## src/rtl/smf_pkg.sv

```systemverilog
// Package of constants and types for the supply monitor flag logic
package smf_pkg;
  // Register map: control word index 0xdf, byte address is four times the index
  localparam logic [7:0] SMF_CTRL_IDX      = 8'hdf;
  localparam logic [9:0] SMF_CTRL_ADDR     = 10'h37c;
  localparam logic [9:0] SMF_IRQ_EN_ADDR   = 10'h380;
  localparam logic [9:0] SMF_IRQ_STAT_ADDR = 10'h384;
  localparam logic [9:0] SMF_IRQ_MASK_ADDR = 10'h388;
  // Control register fields
  localparam int SMF_DIG_OK_BIT   = 7;
  localparam int SMF_ANA_OK_BIT   = 6;
  localparam int SMF_FAIL_BIT     = 5;
  localparam int SMF_DIG_TRIP_LSB = 3;
  localparam int SMF_ANA_TRIP_LSB = 1;
  localparam int SMF_EN_BIT       = 0;
  localparam logic [7:0] SMF_CTRL_RST = 8'hde;
  // Interrupt status bits: 0 flag rise, 1 recovery
  localparam logic [1:0] SMF_STAT_RST = 2'h0;
  localparam logic [1:0] SMF_MASK_RST = 2'h0;
  // Timing
  localparam int SMF_CLK_MHZ      = 100;
  localparam int SMF_HOLD_MS      = 250;
  localparam int SMF_HOLD_CYC     = SMF_HOLD_MS * 1000 * SMF_CLK_MHZ;
  localparam int SMF_GLITCH_NS    = 40;
  localparam int SMF_GLITCH_CYC   = (SMF_GLITCH_NS * SMF_CLK_MHZ + 999) / 1000;
  // Trip code sent to the analog comparators
  typedef struct packed {
    logic [1:0] dig_trip;
    logic [1:0] ana_trip;
    logic       enable;
  } smf_cmp_cfg_t;
  // Recovery state
  typedef enum logic [2:0] {
    SMF_IDLE = 3'b001,
    SMF_LOW  = 3'b010,
    SMF_HOLD = 3'b100
  } smf_state_t;
endpackage

```

## src/rtl/smf_top.sv

```systemverilog
// Supply monitor flag logic with Avalon-MM register access
`timescale 1ns/1ps
module smf_top
  import smf_pkg::*;
#(
  parameter int HOLD_CYC   = SMF_HOLD_CYC,
  parameter int GLITCH_CYC = SMF_GLITCH_CYC
) (
  input  wire logic         ref_clk,
  input  wire logic         srst,
  input  wire logic [9:0]   avs_address,
  input  wire logic         avs_read,
  input  wire logic         avs_write,
  input  wire logic [31:0]  avs_writedata,
  input  wire logic [3:0]   avs_byteenable,
  output logic [31:0]       avs_readdata,
  output logic              avs_waitrequest,
  output logic [1:0]        avs_response,
  input  wire logic         dig_cmp_in,
  input  wire logic         ana_cmp_in,
  output smf_cmp_cfg_t      cmp_cfg,
  output logic              irq
);

  localparam int CW = $clog2(HOLD_CYC + 1);
  localparam int GW = $clog2(GLITCH_CYC + 1);

  // Synchronisers for comparator pins
  logic [1:0]  dig_sync_r;           // Stage 0 feeds stage 1 only
  logic [1:0]  ana_sync_r;
  logic        digital_supply_ok;    // Synchronised levels
  logic        analog_supply_ok;
  // Register state
  logic        monitor_enable_r;
  logic [1:0]  dig_trip_r;
  logic [1:0]  ana_trip_r;
  logic        supply_fail_flag_r;
  logic        irq_en_r;              // Interrupt enable bit for the flag
  logic [1:0]  stat_r;               // Sticky events
  logic [1:0]  mask_r;
  // Filter and counter
  logic [GW-1:0] glitch_cnt_r;
  logic          low_qual;           // Low condition long enough
  logic [CW-1:0] hold_cnt_r;
  smf_state_t    state_r;
  logic          hold_done;
  logic          any_low;            // Either synchronised level low
  // Bus helpers
  logic        ack_r;
  logic        wr_hit_ctrl;
  logic        clr_req;
  logic        set_req;
  logic        rd_stat;
  logic        fail_rise;
  logic        fail_fall;
  logic        fail_prev_r;

  // Byte lane 0 write of an address
  // Acts on the taking edge, where waitrequest is sampled low, not the first request edge
  function automatic logic wr_at(input logic [9:0] a);
    return avs_write && ack_r && avs_byteenable[0] && avs_address == a;
  endfunction

  // Two-flop synchronisers
  always_ff @(posedge ref_clk) begin
    if (srst) begin
      dig_sync_r <= 2'h3;
      ana_sync_r <= 2'h3;
    end else begin
      dig_sync_r <= {dig_sync_r[0], dig_cmp_in};
      ana_sync_r <= {ana_sync_r[0], ana_cmp_in};
    end
  end
  assign digital_supply_ok = dig_sync_r[1];
  assign analog_supply_ok  = ana_sync_r[1];
  // Shared low condition for timer and checks
  assign any_low = !(digital_supply_ok && analog_supply_ok);

  // Glitch filter on the low condition
  always_ff @(posedge ref_clk) begin
    if (srst) begin
      glitch_cnt_r <= '0;
    end else if (!monitor_enable_r || (digital_supply_ok && analog_supply_ok)) begin
      glitch_cnt_r <= '0;
    end else if (glitch_cnt_r != GW'(GLITCH_CYC)) begin
      glitch_cnt_r <= glitch_cnt_r + GW'(1);
    end
  end
  assign low_qual = monitor_enable_r && (glitch_cnt_r == GW'(GLITCH_CYC));

  // Recovery state machine
  always_ff @(posedge ref_clk) begin
    if (srst) begin
      state_r    <= SMF_IDLE;
      hold_cnt_r <= '0;
    end else if (!monitor_enable_r) begin
      state_r    <= SMF_IDLE;
      hold_cnt_r <= '0;
    end else begin
      case (state_r)
        // Waiting for low
        SMF_IDLE: begin
          hold_cnt_r <= '0;
          if (low_qual) begin
            state_r <= SMF_LOW;
          end
        end
        // Supply low, wait for both good
        SMF_LOW: begin
          hold_cnt_r <= '0;
          if (digital_supply_ok && analog_supply_ok) begin
            state_r <= SMF_HOLD;
          end
        end
        SMF_HOLD: begin
          if (!(digital_supply_ok && analog_supply_ok)) begin
            state_r    <= SMF_LOW;
            hold_cnt_r <= '0;
          end else if (hold_done) begin
            state_r    <= SMF_IDLE;
            hold_cnt_r <= '0;
          end else begin
            hold_cnt_r <= hold_cnt_r + CW'(1);
          end
        end
        default: begin
          state_r    <= SMF_IDLE;
          hold_cnt_r <= '0;
        end
      endcase
    end
  end
  // Expiry counts only while both good
  // A low in the last cycle must keep the flag set
  assign hold_done = (state_r == SMF_HOLD) && !any_low
                     && (hold_cnt_r == CW'(HOLD_CYC - 1));

  // Software requests on the flag
  assign wr_hit_ctrl = wr_at(SMF_CTRL_ADDR);
  assign set_req = wr_hit_ctrl && avs_writedata[SMF_FAIL_BIT];
  // Clear refused while a supply low
  assign clr_req = wr_hit_ctrl && !avs_writedata[SMF_FAIL_BIT] && digital_supply_ok && analog_supply_ok
                   && !low_qual;

  // Low-supply flag
  always_ff @(posedge ref_clk) begin
    if (srst) begin
      supply_fail_flag_r <= SMF_CTRL_RST[SMF_FAIL_BIT];
    end else if (low_qual || set_req) begin
      supply_fail_flag_r <= 1'b1;
    end else if (hold_done || clr_req) begin
      supply_fail_flag_r <= 1'b0;
    end
  end

  // Control bits written by software
  always_ff @(posedge ref_clk) begin
    if (srst) begin
      monitor_enable_r <= SMF_CTRL_RST[SMF_EN_BIT];
      dig_trip_r       <= SMF_CTRL_RST[SMF_DIG_TRIP_LSB +: 2];
      ana_trip_r       <= SMF_CTRL_RST[SMF_ANA_TRIP_LSB +: 2];
      irq_en_r         <= 1'b0;
    end else begin
      if (wr_hit_ctrl) begin
        monitor_enable_r <= avs_writedata[SMF_EN_BIT];
        dig_trip_r       <= avs_writedata[SMF_DIG_TRIP_LSB +: 2];
        ana_trip_r       <= avs_writedata[SMF_ANA_TRIP_LSB +: 2];
      end
      if (wr_at(SMF_IRQ_EN_ADDR)) begin
        irq_en_r <= avs_writedata[0];
      end
    end
  end

  // Comparator configuration out
  always_ff @(posedge ref_clk) begin
    if (srst) begin
      cmp_cfg <= '{dig_trip: SMF_CTRL_RST[SMF_DIG_TRIP_LSB +: 2],
                   ana_trip: SMF_CTRL_RST[SMF_ANA_TRIP_LSB +: 2],
                   enable: SMF_CTRL_RST[SMF_EN_BIT]};
    end else begin
      cmp_cfg.dig_trip <= dig_trip_r;
      cmp_cfg.ana_trip <= ana_trip_r;
      cmp_cfg.enable   <= monitor_enable_r;
    end
  end

  // Sticky event status, cleared by read
  assign fail_rise = supply_fail_flag_r && !fail_prev_r;
  assign fail_fall = !supply_fail_flag_r && fail_prev_r;
  assign rd_stat   = avs_read && !ack_r && avs_address == SMF_IRQ_STAT_ADDR;
  always_ff @(posedge ref_clk) begin
    if (srst) begin
      fail_prev_r <= 1'b0;
      stat_r      <= SMF_STAT_RST;
      mask_r      <= SMF_MASK_RST;
    end else begin
      fail_prev_r <= supply_fail_flag_r;
      stat_r      <= (rd_stat ? 2'h0 : stat_r) | {fail_fall, fail_rise};
      if (wr_at(SMF_IRQ_MASK_ADDR)) begin
        mask_r <= avs_writedata[1:0];
      end
    end
  end

  // Interrupt output
  always_ff @(posedge ref_clk) begin
    if (srst) begin
      irq <= 1'b0;
    end else begin
      irq <= (supply_fail_flag_r && irq_en_r) || |(stat_r & mask_r);
    end
  end

  // Bus answer: one wait cycle, then acknowledge
  always_ff @(posedge ref_clk) begin
    if (srst) begin
      ack_r           <= 1'b0;
      avs_waitrequest <= 1'b1;
      avs_readdata    <= '0;
      avs_response    <= 2'h0;
    end else begin
      ack_r           <= (avs_read || avs_write) && !ack_r;
      avs_waitrequest <= !((avs_read || avs_write) && !ack_r);
      avs_response    <= 2'h0;
      if (avs_read && !ack_r) begin
        case (avs_address)
          SMF_CTRL_ADDR: avs_readdata <= {24'h0, digital_supply_ok, analog_supply_ok, supply_fail_flag_r,
                                          dig_trip_r, ana_trip_r, monitor_enable_r};
          SMF_IRQ_EN_ADDR:   avs_readdata <= {31'h0, irq_en_r};
          SMF_IRQ_STAT_ADDR: avs_readdata <= {30'h0, stat_r};
          SMF_IRQ_MASK_ADDR: avs_readdata <= {30'h0, mask_r};
          default: begin
            avs_readdata <= '0;
            avs_response <= 2'h2;
          end
        endcase
      end
    end
  end

  // Assertions
  property p_flag_set;
    @(posedge ref_clk) disable iff (srst) low_qual |=> supply_fail_flag_r;
  endproperty
  a_flag_set: assert property (p_flag_set) else $error("flag not set on low");

  property p_glitch;
    @(posedge ref_clk) disable iff (srst)
      ($rose(supply_fail_flag_r) && !$past(set_req)) |-> $past(!digital_supply_ok || !analog_supply_ok, 2);
  endproperty
  a_glitch: assert property (p_glitch) else $error("flag set without sustained low");

  property p_no_clear_low;
    @(posedge ref_clk) disable iff (srst)
      (supply_fail_flag_r && (!digital_supply_ok || !analog_supply_ok)) |=> supply_fail_flag_r;
  endproperty
  a_no_clear_low: assert property (p_no_clear_low) else $error("flag cleared while supply low");

  property p_hold_clear;
    @(posedge ref_clk) disable iff (srst) hold_done |=> !supply_fail_flag_r && state_r == SMF_IDLE;
  endproperty
  a_hold_clear: assert property (p_hold_clear) else $error("expiry did not clear flag");

  property p_disabled;
    @(posedge ref_clk) disable iff (srst) !monitor_enable_r |=> hold_cnt_r == '0 && !low_qual;
  endproperty
  a_disabled: assert property (p_disabled) else $error("disabled monitor still active");

  property p_irq;
    @(posedge ref_clk) disable iff (srst)
      (supply_fail_flag_r && irq_en_r) |=> irq;
  endproperty
  a_irq: assert property (p_irq) else $error("irq missing");

  property p_irq_off;
    @(posedge ref_clk) disable iff (srst)
      (!irq_en_r && !(|(stat_r & mask_r))) |=> !irq;
  endproperty
  a_irq_off: assert property (p_irq_off) else $error("irq without enable");

  property p_enable_wr;
    @(posedge ref_clk) disable iff (srst) wr_hit_ctrl |=> monitor_enable_r == $past(avs_writedata[0]);
  endproperty
  a_enable_wr: assert property (p_enable_wr) else $error("enable bit not written");

  property p_trip_out;
    @(posedge ref_clk) disable iff (srst) wr_hit_ctrl |=> ##1 cmp_cfg.dig_trip == $past(avs_writedata[4:3], 2);
  endproperty
  a_trip_out: assert property (p_trip_out) else $error("digital trip not driven");

  property p_ack;
    @(posedge ref_clk) disable iff (srst) (avs_read && avs_waitrequest) |-> ##[1:2] !avs_waitrequest;
  endproperty
  a_ack: assert property (p_ack) else $error("bus answer late");

  // Filter needs four low samples before qualifying
  property p_low_persist;
    @(posedge ref_clk) disable iff (srst)
      $rose(low_qual) |-> $past(any_low, 1) && $past(any_low, 2) && $past(any_low, 3) && $past(any_low, 4);
  endproperty
  a_low_persist: assert property (p_low_persist) else $error("low qualified too early");

  property p_hold_restart;
    @(posedge ref_clk) disable iff (srst)
      (monitor_enable_r && state_r == SMF_HOLD && any_low) |=> state_r == SMF_LOW && hold_cnt_r == '0;
  endproperty
  a_hold_restart: assert property (p_hold_restart) else $error("low did not restart good period");

  property p_stat_sticky;
    @(posedge ref_clk) disable iff (srst) (stat_r[0] && !rd_stat) |=> stat_r[0];
  endproperty
  a_stat_sticky: assert property (p_stat_sticky) else $error("status bit lost before read");

  c_low: cover property (@(posedge ref_clk) disable iff (srst) $rose(supply_fail_flag_r));
  c_recover: cover property (@(posedge ref_clk) disable iff (srst) hold_done);
  c_irq: cover property (@(posedge ref_clk) disable iff (srst) $rose(irq));
  c_restart: cover property (@(posedge ref_clk) disable iff (srst) state_r == SMF_HOLD && any_low);
  c_sw_clear: cover property (@(posedge ref_clk) disable iff (srst) clr_req && supply_fail_flag_r);
endmodule

```

## config.mk

```make
export PLATFORM = sky130hd
export DESIGN_NAME = smf_top
export DESIGN_NICKNAME = d
export VERILOG_FILES = /design/src/rtl/smf_pkg.sv /design/src/rtl/smf_top.sv
export SDC_FILE = /design/constraint.sdc
export NUM_CORES = 1
export LEC_CHECK = 0
export BUFFER_PORTS_ARGS = -buffer_cell sky130_fd_sc_hd__buf_2
export CORE_ASPECT_RATIO = 2
export CORE_MARGIN = 10
export CORE_UTILIZATION = 51
export CTS_BUF_LIST = sky130_fd_sc_hd__clkbuf_8 sky130_fd_sc_hd__clkbuf_16
export DETAILED_ROUTE_END_ITERATION = 10
export PLACE_DENSITY = 0.8
export SETUP_SLACK_MARGIN = 0.2
export SYNTH_ARGS = -nofsm -noshare
export SYNTH_HDL_FRONTEND = slang
export SYNTH_SLANG_ARGS = --single-unit
```

## constraint.sdc

```tcl
create_clock -name ref_clk -period 2.4 [get_ports ref_clk]
set_input_delay 0.48 -clock ref_clk [delete_from_list [all_inputs] [get_ports ref_clk]]
set_output_delay 0.48 -clock ref_clk [all_outputs]
set_load 0.1 [all_outputs]
```

==> run metrics, run 1 <==
run status=completed; number of enable-type register cells in the synthesized netlist=0; fraction of power spent switching nets=0.273; number of pins with negative max-slew slack in the final report=0; Worst-Skew Late Latency=0.32 ns; maximum root-to-sink buffer count=2; number of distinct library cells after synthesis=54; maximum number of pins on one net before global-route repair=34; Leakage=1.24 nW; area enclosed by the die boundary=9420 µm²; Post-Syn Area per Cell=8.97 µm²; post-synth design cell area=2950 µm²; RD Place Congestion=0.857; CTS Sinks=64; vias after detailed routing=2462; maximum net fanout on the critical path=13; worst relative slew slack=0.643; register bit count reported by yosys=64; Area growth, synth to finish=15.3%; placeable core area=5660 µm²; TritonCTS clock tree=built; count of boundary I/O pins=93; number of buffers added on ports=38; endpoint arrival time on the critical path=2.36 ns; Worst Clk Skew=0.00501 ns; root buf cell=clkbuf_16; unrepaired setup endpoints after global routing=yes; cell count of the worst hold path=2; f_max=0.477 GHz; met2 wire length=3670 µm; critical path start-end classification=flop to flop; Power Dens Cells=738 nW/µm²; Placement Rows=39; via count of the first global-routing pass=2444; count of final hold-check violations=0; count of buffers added by post-CTS timing repair for setup=0; post-route non-filler standard cell count=438; post-route DRC violation count=0; Clk network pwr share=0.475; worst slew pin tran=0.531 ns; grt total ovfl=0; Antenna Violating Nets Remaining=0; count of H-tree levels built during CTS=3; global-route wire length before repair=11000 µm; Total Nets Final=427; layout filler cell count=508; yosys warns=0; post-synthesis sequential area ratio=0.434; WL met1=2360 µm; FFs w/ async S/R, synth=0; clock slew seen by the registers of the worst setup and hold paths=0.06 ns; class of the tightest hold or removal check=input port to flop; post-route cell area=3400 µm²; worst reg2reg path depth=5; width of the die=73.8 µm; worst vdd ir=752 µV; kind of launch point of the worst setup path=flop; total power of the final layout=2.51 mW; gate count after technology mapping=329; switching component of the power=0.686 mW; GR Util All Layers=0.144; antenna diode count=0; sum of net half-perimeters after detailed placement=4940 µm; fraction of layout instances using a drive strength above 1=0.212; Setup WS pre-CTS=0.172 ns; main flop type after synthesis=dfxtp_1; post-detailed-routing wire length=6650 µm; number of max-capacitance violations reported=0; drt pass-1 iters=4; Top Metal Used=met4; DP Area=3110 µm²; fraction of power consumed by combinational cells=0.098; final setup TNS=0 ns; effective utilization at floorplan=0.521; Starting DRT DRC Count=103; number of cells after detailed placement=422; antenna violations before repair=0; via density per instance=5.62; cts bufs inserted=9; met3 routed WL=435 µm; Worst EP required=2.66 ns; setup slack after layout=0.302 ns; type of destination of the critical path=flop; die outline height=128 µm; total setup violations reported at the end of the flow=0; crit share post-route=0.874; final critical path time including I/O delays and setup=2.10 ns; routed wirelength normalized by instance count=15.2 µm; part of the power in registers=0.427; cell-internal power=1.82 mW
==> what timing repair did <==
item                       CTS  global route
gates resized for setup      0             2
hold buffers                 0             0
setup endpoints to repair    0             5
==> per-stage QoR <==
stage | hold WS, ns | utilization
final | 0.333 | 0.601
after global routing | 0.330 | 0.601
after CTS | 0.328 | 0.599
after detailed placement | 0.405 | 0.549
after global placement | 0.403 | 0.549
after floorplan | 0.389 | -
==> area by class of cell <==
class / instances / area [µm²] / area share
Clock inverter: 6 / 45.0 / 0.0132
Inverter: 10 / 37.5 / 0.0110
Tap cell: 61 / 76.3 / 0.0224
Timing Repair Buffer: 45 / 243 / 0.0713
Multi-Input combinational cell: 242 / 1480 / 0.435
Sequential cell: 64 / 1280 / 0.377
Clock buffer: 10 / 239 / 0.0702
==> worst paths after layout <==
kind / end / slack, ns / start
worst min-delay path: dig_sync_r[0]$_SDFF_PP1_ / 0.33 / dig_cmp_in
worst max-delay path: hold_cnt_r[22]$_SDFF_PP0_ / 0.30 / hold_cnt_r[0]$_SDFF_PP0_
worst max register to register: hold_cnt_r[22]$_SDFF_PP0_ / 0.30 / hold_cnt_r[0]$_SDFF_PP0_
worst min register to register: dig_sync_r[1]$_SDFF_PP1_ / 0.41 / dig_sync_r[0]$_SDFF_PP1_
==> sequential cells by signal, indices dropped and copies added (netlist names), 2 cells and up <==
signal	count
state_r	3
ana_sync_r	2
ana_trip_r	2
avs_readdata	8
glitch_cnt_r	3
stat_r	2
dig_sync_r	2
mask_r	2
dig_trip_r	2
hold_cnt_r	25
cmp_cfg	5
==> power groups by stage <==
| stage | clock network [mW] | registers (mW) | logic (mW) |
|---|---|---|---|
| finish | 1.19 | 1.07 | 0.246 |
| global placement | 0 | 1.10 | 0.243 |
| global route | 1.27 | 1.07 | 0.255 |
| floorplan | 0 | 1.11 | 0.228 |
| CTS | 1.21 | 1.07 | 0.245 |
| detailed placement | 0 | 1.10 | 0.243 |
==> logic make-up (layout without fill, tap and decap cells) <==
| logic type | after synthesis | count (layout) | share of synthesized area |
|---|---|---|---|
| other cells | 1 | 25 | 0.00127 |
| xor+xnor | 11 | 11 | 0.0326 |
| flops | 64 | 64 | 0.434 |
| mux | 2 | 2 | 0.00678 |
| fa+ha+maj | 3 | 3 | 0.0127 |
| compound gates | 67 | 67 | 0.155 |
| buf+inv | 47 | 71 | 0.100 |
| simple gates | 134 | 134 | 0.258 |
==> layout by cell type (no fill, tap or decap), drive strengths merged, types with 4 or more instances in the layout <==
master	n
nor3	9
nand4	6
a211o	4
xnor2	8
nand3	13
or4b	5
o31ai	5
or2	9
buf	45
or3	7
nor4	5
nor2	31
inv	10
clkinv	6
nand2	16
o21ai	11
clkbuf	10
or4	8
a21oi	21
a22oi	8
conb	25
nor2b	9
dfxtp	64
==> cells in the mapped netlist, drive strengths merged, types with 4 or more instances <==
library cell | count | area [µm²]
a22oi | 8 | 60.1
nor2 | 31 | 116
o21ai | 11 | 55.1
nor2b | 9 | 56.3
a211o | 4 | 35.0
nand3 | 13 | 65.1
nand2 | 16 | 60.1
nor4 | 5 | 31.3
xnor2 | 8 | 70.1
nand4 | 6 | 43.8
a21oi | 21 | 105
nor3 | 9 | 45.0
or4 | 8 | 67.6
buf | 30 | 231
clkbuf | 7 | 26.3
or4b | 5 | 50.1
inv | 10 | 37.5
o31ai | 5 | 37.5
dfxtp | 64 | 1280
or3 | 7 | 43.8
or2 | 9 | 56.3
==> worst max-delay path, stage by stage, from the launching register on <==
cell and delay [ns]:
dfxtp_1 0.40, ha_1 0.24, nand2_1 0.16, or4_4 0.54
or4_1 0.53, a21oi_1 0.15
==> routing by layer <==
metal / vias up / GRT usage
li1: 1221 / -
met5: - / 0
met2: 66 / 0.257
met1: 1163 / 0.131
met3: 12 / 0.0488
met4: 0 / 0.0915
Power figures use the tool's default switching activity.
==> run 2: changes to the inputs <==
PLACE_DENSITY = 0.88   (was 0.8)
==> run 2 against run 1 <==
Design area is 0.96% higher. Register-to-register slack about the same. Clock power up 9%. Worst hold slack better by 0.0018 ns. Core utilization is 0.57 points higher. Critical path depth grew 1. Fmax up 0.70%. Wire length is 2.7% higher. Clock skew is 0.0015 ns higher. Total power increased by 4.5%. Combinational power hardly changed. Flip-flop and latch count did not move.
==> run metrics, run 2 (synthesis results as in run 1) <==
run status=completed; number of buffers added on ports=38; cts bufs inserted=9; post-detailed-routing wire length=6830 µm; maximum net fanout on the critical path=7; leading cell type in the layout, fill and taps excluded=dfxtp_1; register name with the most flops=hold_cnt_r; class of the tightest hold or removal check=input port to flop; routed wirelength normalized by instance count=15.6 µm; setup slack after layout=0.316 ns; sequential cell area=1280 µm²; count of boundary I/O pins=93; type of destination of the critical path=flop; Largest regs=hold_cnt_r (25), avs_readdata (8), cmp_cfg (5); vias after detailed routing=2529; root buf cell=clkbuf_16; Setup WS pre-CTS=0.193 ns; clock slew seen by the registers of the worst setup and hold paths=0.05 ns; share of the core filled with cells=0.607; count of H-tree levels built during CTS=3; RD Place Congestion=0.825; total power of the final layout=2.62 mW; Total Nets Final=429; count of final hold-check violations=0; TritonCTS clock tree=built; number of buffers added to fix hold violations after cts=0; sum of net half-perimeters after detailed placement=5030 µm; Starting DRT DRC Count=127; Worst-Skew Late Latency=0.33 ns; area enclosed by the die boundary=9420 µm²; crit share post-route=0.868; antenna violations before repair=0; global-route wire length before repair=11200 µm; worst slew pin tran=0.518 ns; Area growth, synth to finish=16.4%; Leakage=1.25 nW; placeable core area=5660 µm²; number of pins with negative max-slew slack in the final report=0; number of max-capacitance violations reported=0; kind of launch point of the worst setup path=flop; most frequent cells in the layout=dfxtp_1, buf_2, nor2_1; effective utilization at floorplan=0.521; final critical path time including I/O delays and setup=2.08 ns; number of flip-flops under the largest register name=25; maximum number of pins on one net before global-route repair=33; Placement Rows=39; worst vdd ir=674 µV; worst relative slew slack=0.652; maximum root-to-sink buffer count=2; combined area of the multi-input logic cells=1480 µm²; fraction of power spent switching nets=0.256; Antenna Violating Nets Remaining=0; post-route cell area=3430 µm²; antenna diode count=0; drt pass-1 iters=4; switching component of the power=0.673 mW; total setup violations reported at the end of the flow=0; final setup TNS=0 ns; die outline height=128 µm; part of the power in registers=0.409; DP Area=3110 µm²; Worst Clk Skew=0.00647 ns; Power Dens Cells=764 nW/µm²; endpoint arrival time on the critical path=2.34 ns; CTS Sinks=64; Worst EP required=2.66 ns; via count of the first global-routing pass=2532; GR Util All Layers=0.148; grt total ovfl=0; fraction of power consumed by combinational cells=0.094; Clk network pwr share=0.497; f_max=0.480 GHz; unrepaired setup endpoints after global routing=no; layout filler cell count=472; post-route DRC violation count=0; cell-internal power=1.95 mW; critical path start-end classification=flop to flop; width of the die=73.8 µm; fraction of layout instances using a drive strength above 1=0.217; via density per instance=5.76
[run 2: changes by cell type in the layout (fill, tap and decap cells not counted), sizes merged]
cell      change
clkinv        -5
buf           +2
clkinvlp      +2
bufinv        +1
clkbuf        +1
[run 2: power by group through the flow]
stage | sequential (mW) | clock [mW] | combinational (mW)
3_3_place_gp | 1.10 | 0 | 0.242
5_1_grt | 1.07 | 1.37 | 0.254
6_report | 1.07 | 1.30 | 0.246
4_1_cts | 1.07 | 1.32 | 0.244
2_1_floorplan | 1.11 | 0 | 0.228
3_5_place_dp | 1.10 | 0 | 0.243
[run 2: cell type report]
cell class | count | area share
multi-input cells | 242 | 0.430
flip-flops and latches | 64 | 0.373
repair buffers | 47 | 0.0743
clock buffers | 11 | 0.0736
well taps | 61 | 0.0222
clock inverters | 4 | 0.0157
inverters | 10 | 0.0109
[run 2: worst max-delay path: stages (launching register included)]
cell and delay [ns]:
dfxtp_1 0.39, ha_2 0.25, nand2_2 0.11, or4_4 0.59
buf_2 0.20, or3b_1 0.35, a21oi_1 0.14
[run 2: stage by stage]
stage / hold slack (ns) / cells
floorplan: 0.389 / 353
detailed placement: 0.404 / 422
finish: 0.335 / 439
global placement: 0.405 / 422
CTS: 0.331 / 437
global route: 0.327 / 439
[run 2: worst paths after layout]
| check | from | to | slack [ns] | cells after the start |
|---|---|---|---|---|
| max | hold_cnt_r[1]$_SDFF_PP0_ | hold_cnt_r[20]$_SDFF_PP0_ | 0.32 | 6 |
| min | ana_cmp_in | ana_sync_r[0]$_SDFF_PP1_ | 0.34 | 2 |
| max reg2reg | hold_cnt_r[1]$_SDFF_PP0_ | hold_cnt_r[20]$_SDFF_PP0_ | 0.32 | 6 |
| min reg2reg | dig_sync_r[0]$_SDFF_PP1_ | dig_sync_r[1]$_SDFF_PP1_ | 0.41 | 1 |
[run 2: routing by layer]
metal	global-route usage	up-vias	part of all wire
met2	0.277	89	0.56
li1	-	1230	-
met3	0.0566	16	0.086
met1	0.126	1194	0.32
met4	0.0794	0	0.033
met5	0	-	0
[run 2: what timing repair did]
action,CTS,global route
endpoints found under the setup margin,1,13
pin swaps,1,1
setup buffers,0,2
gates resized for setup,0,3
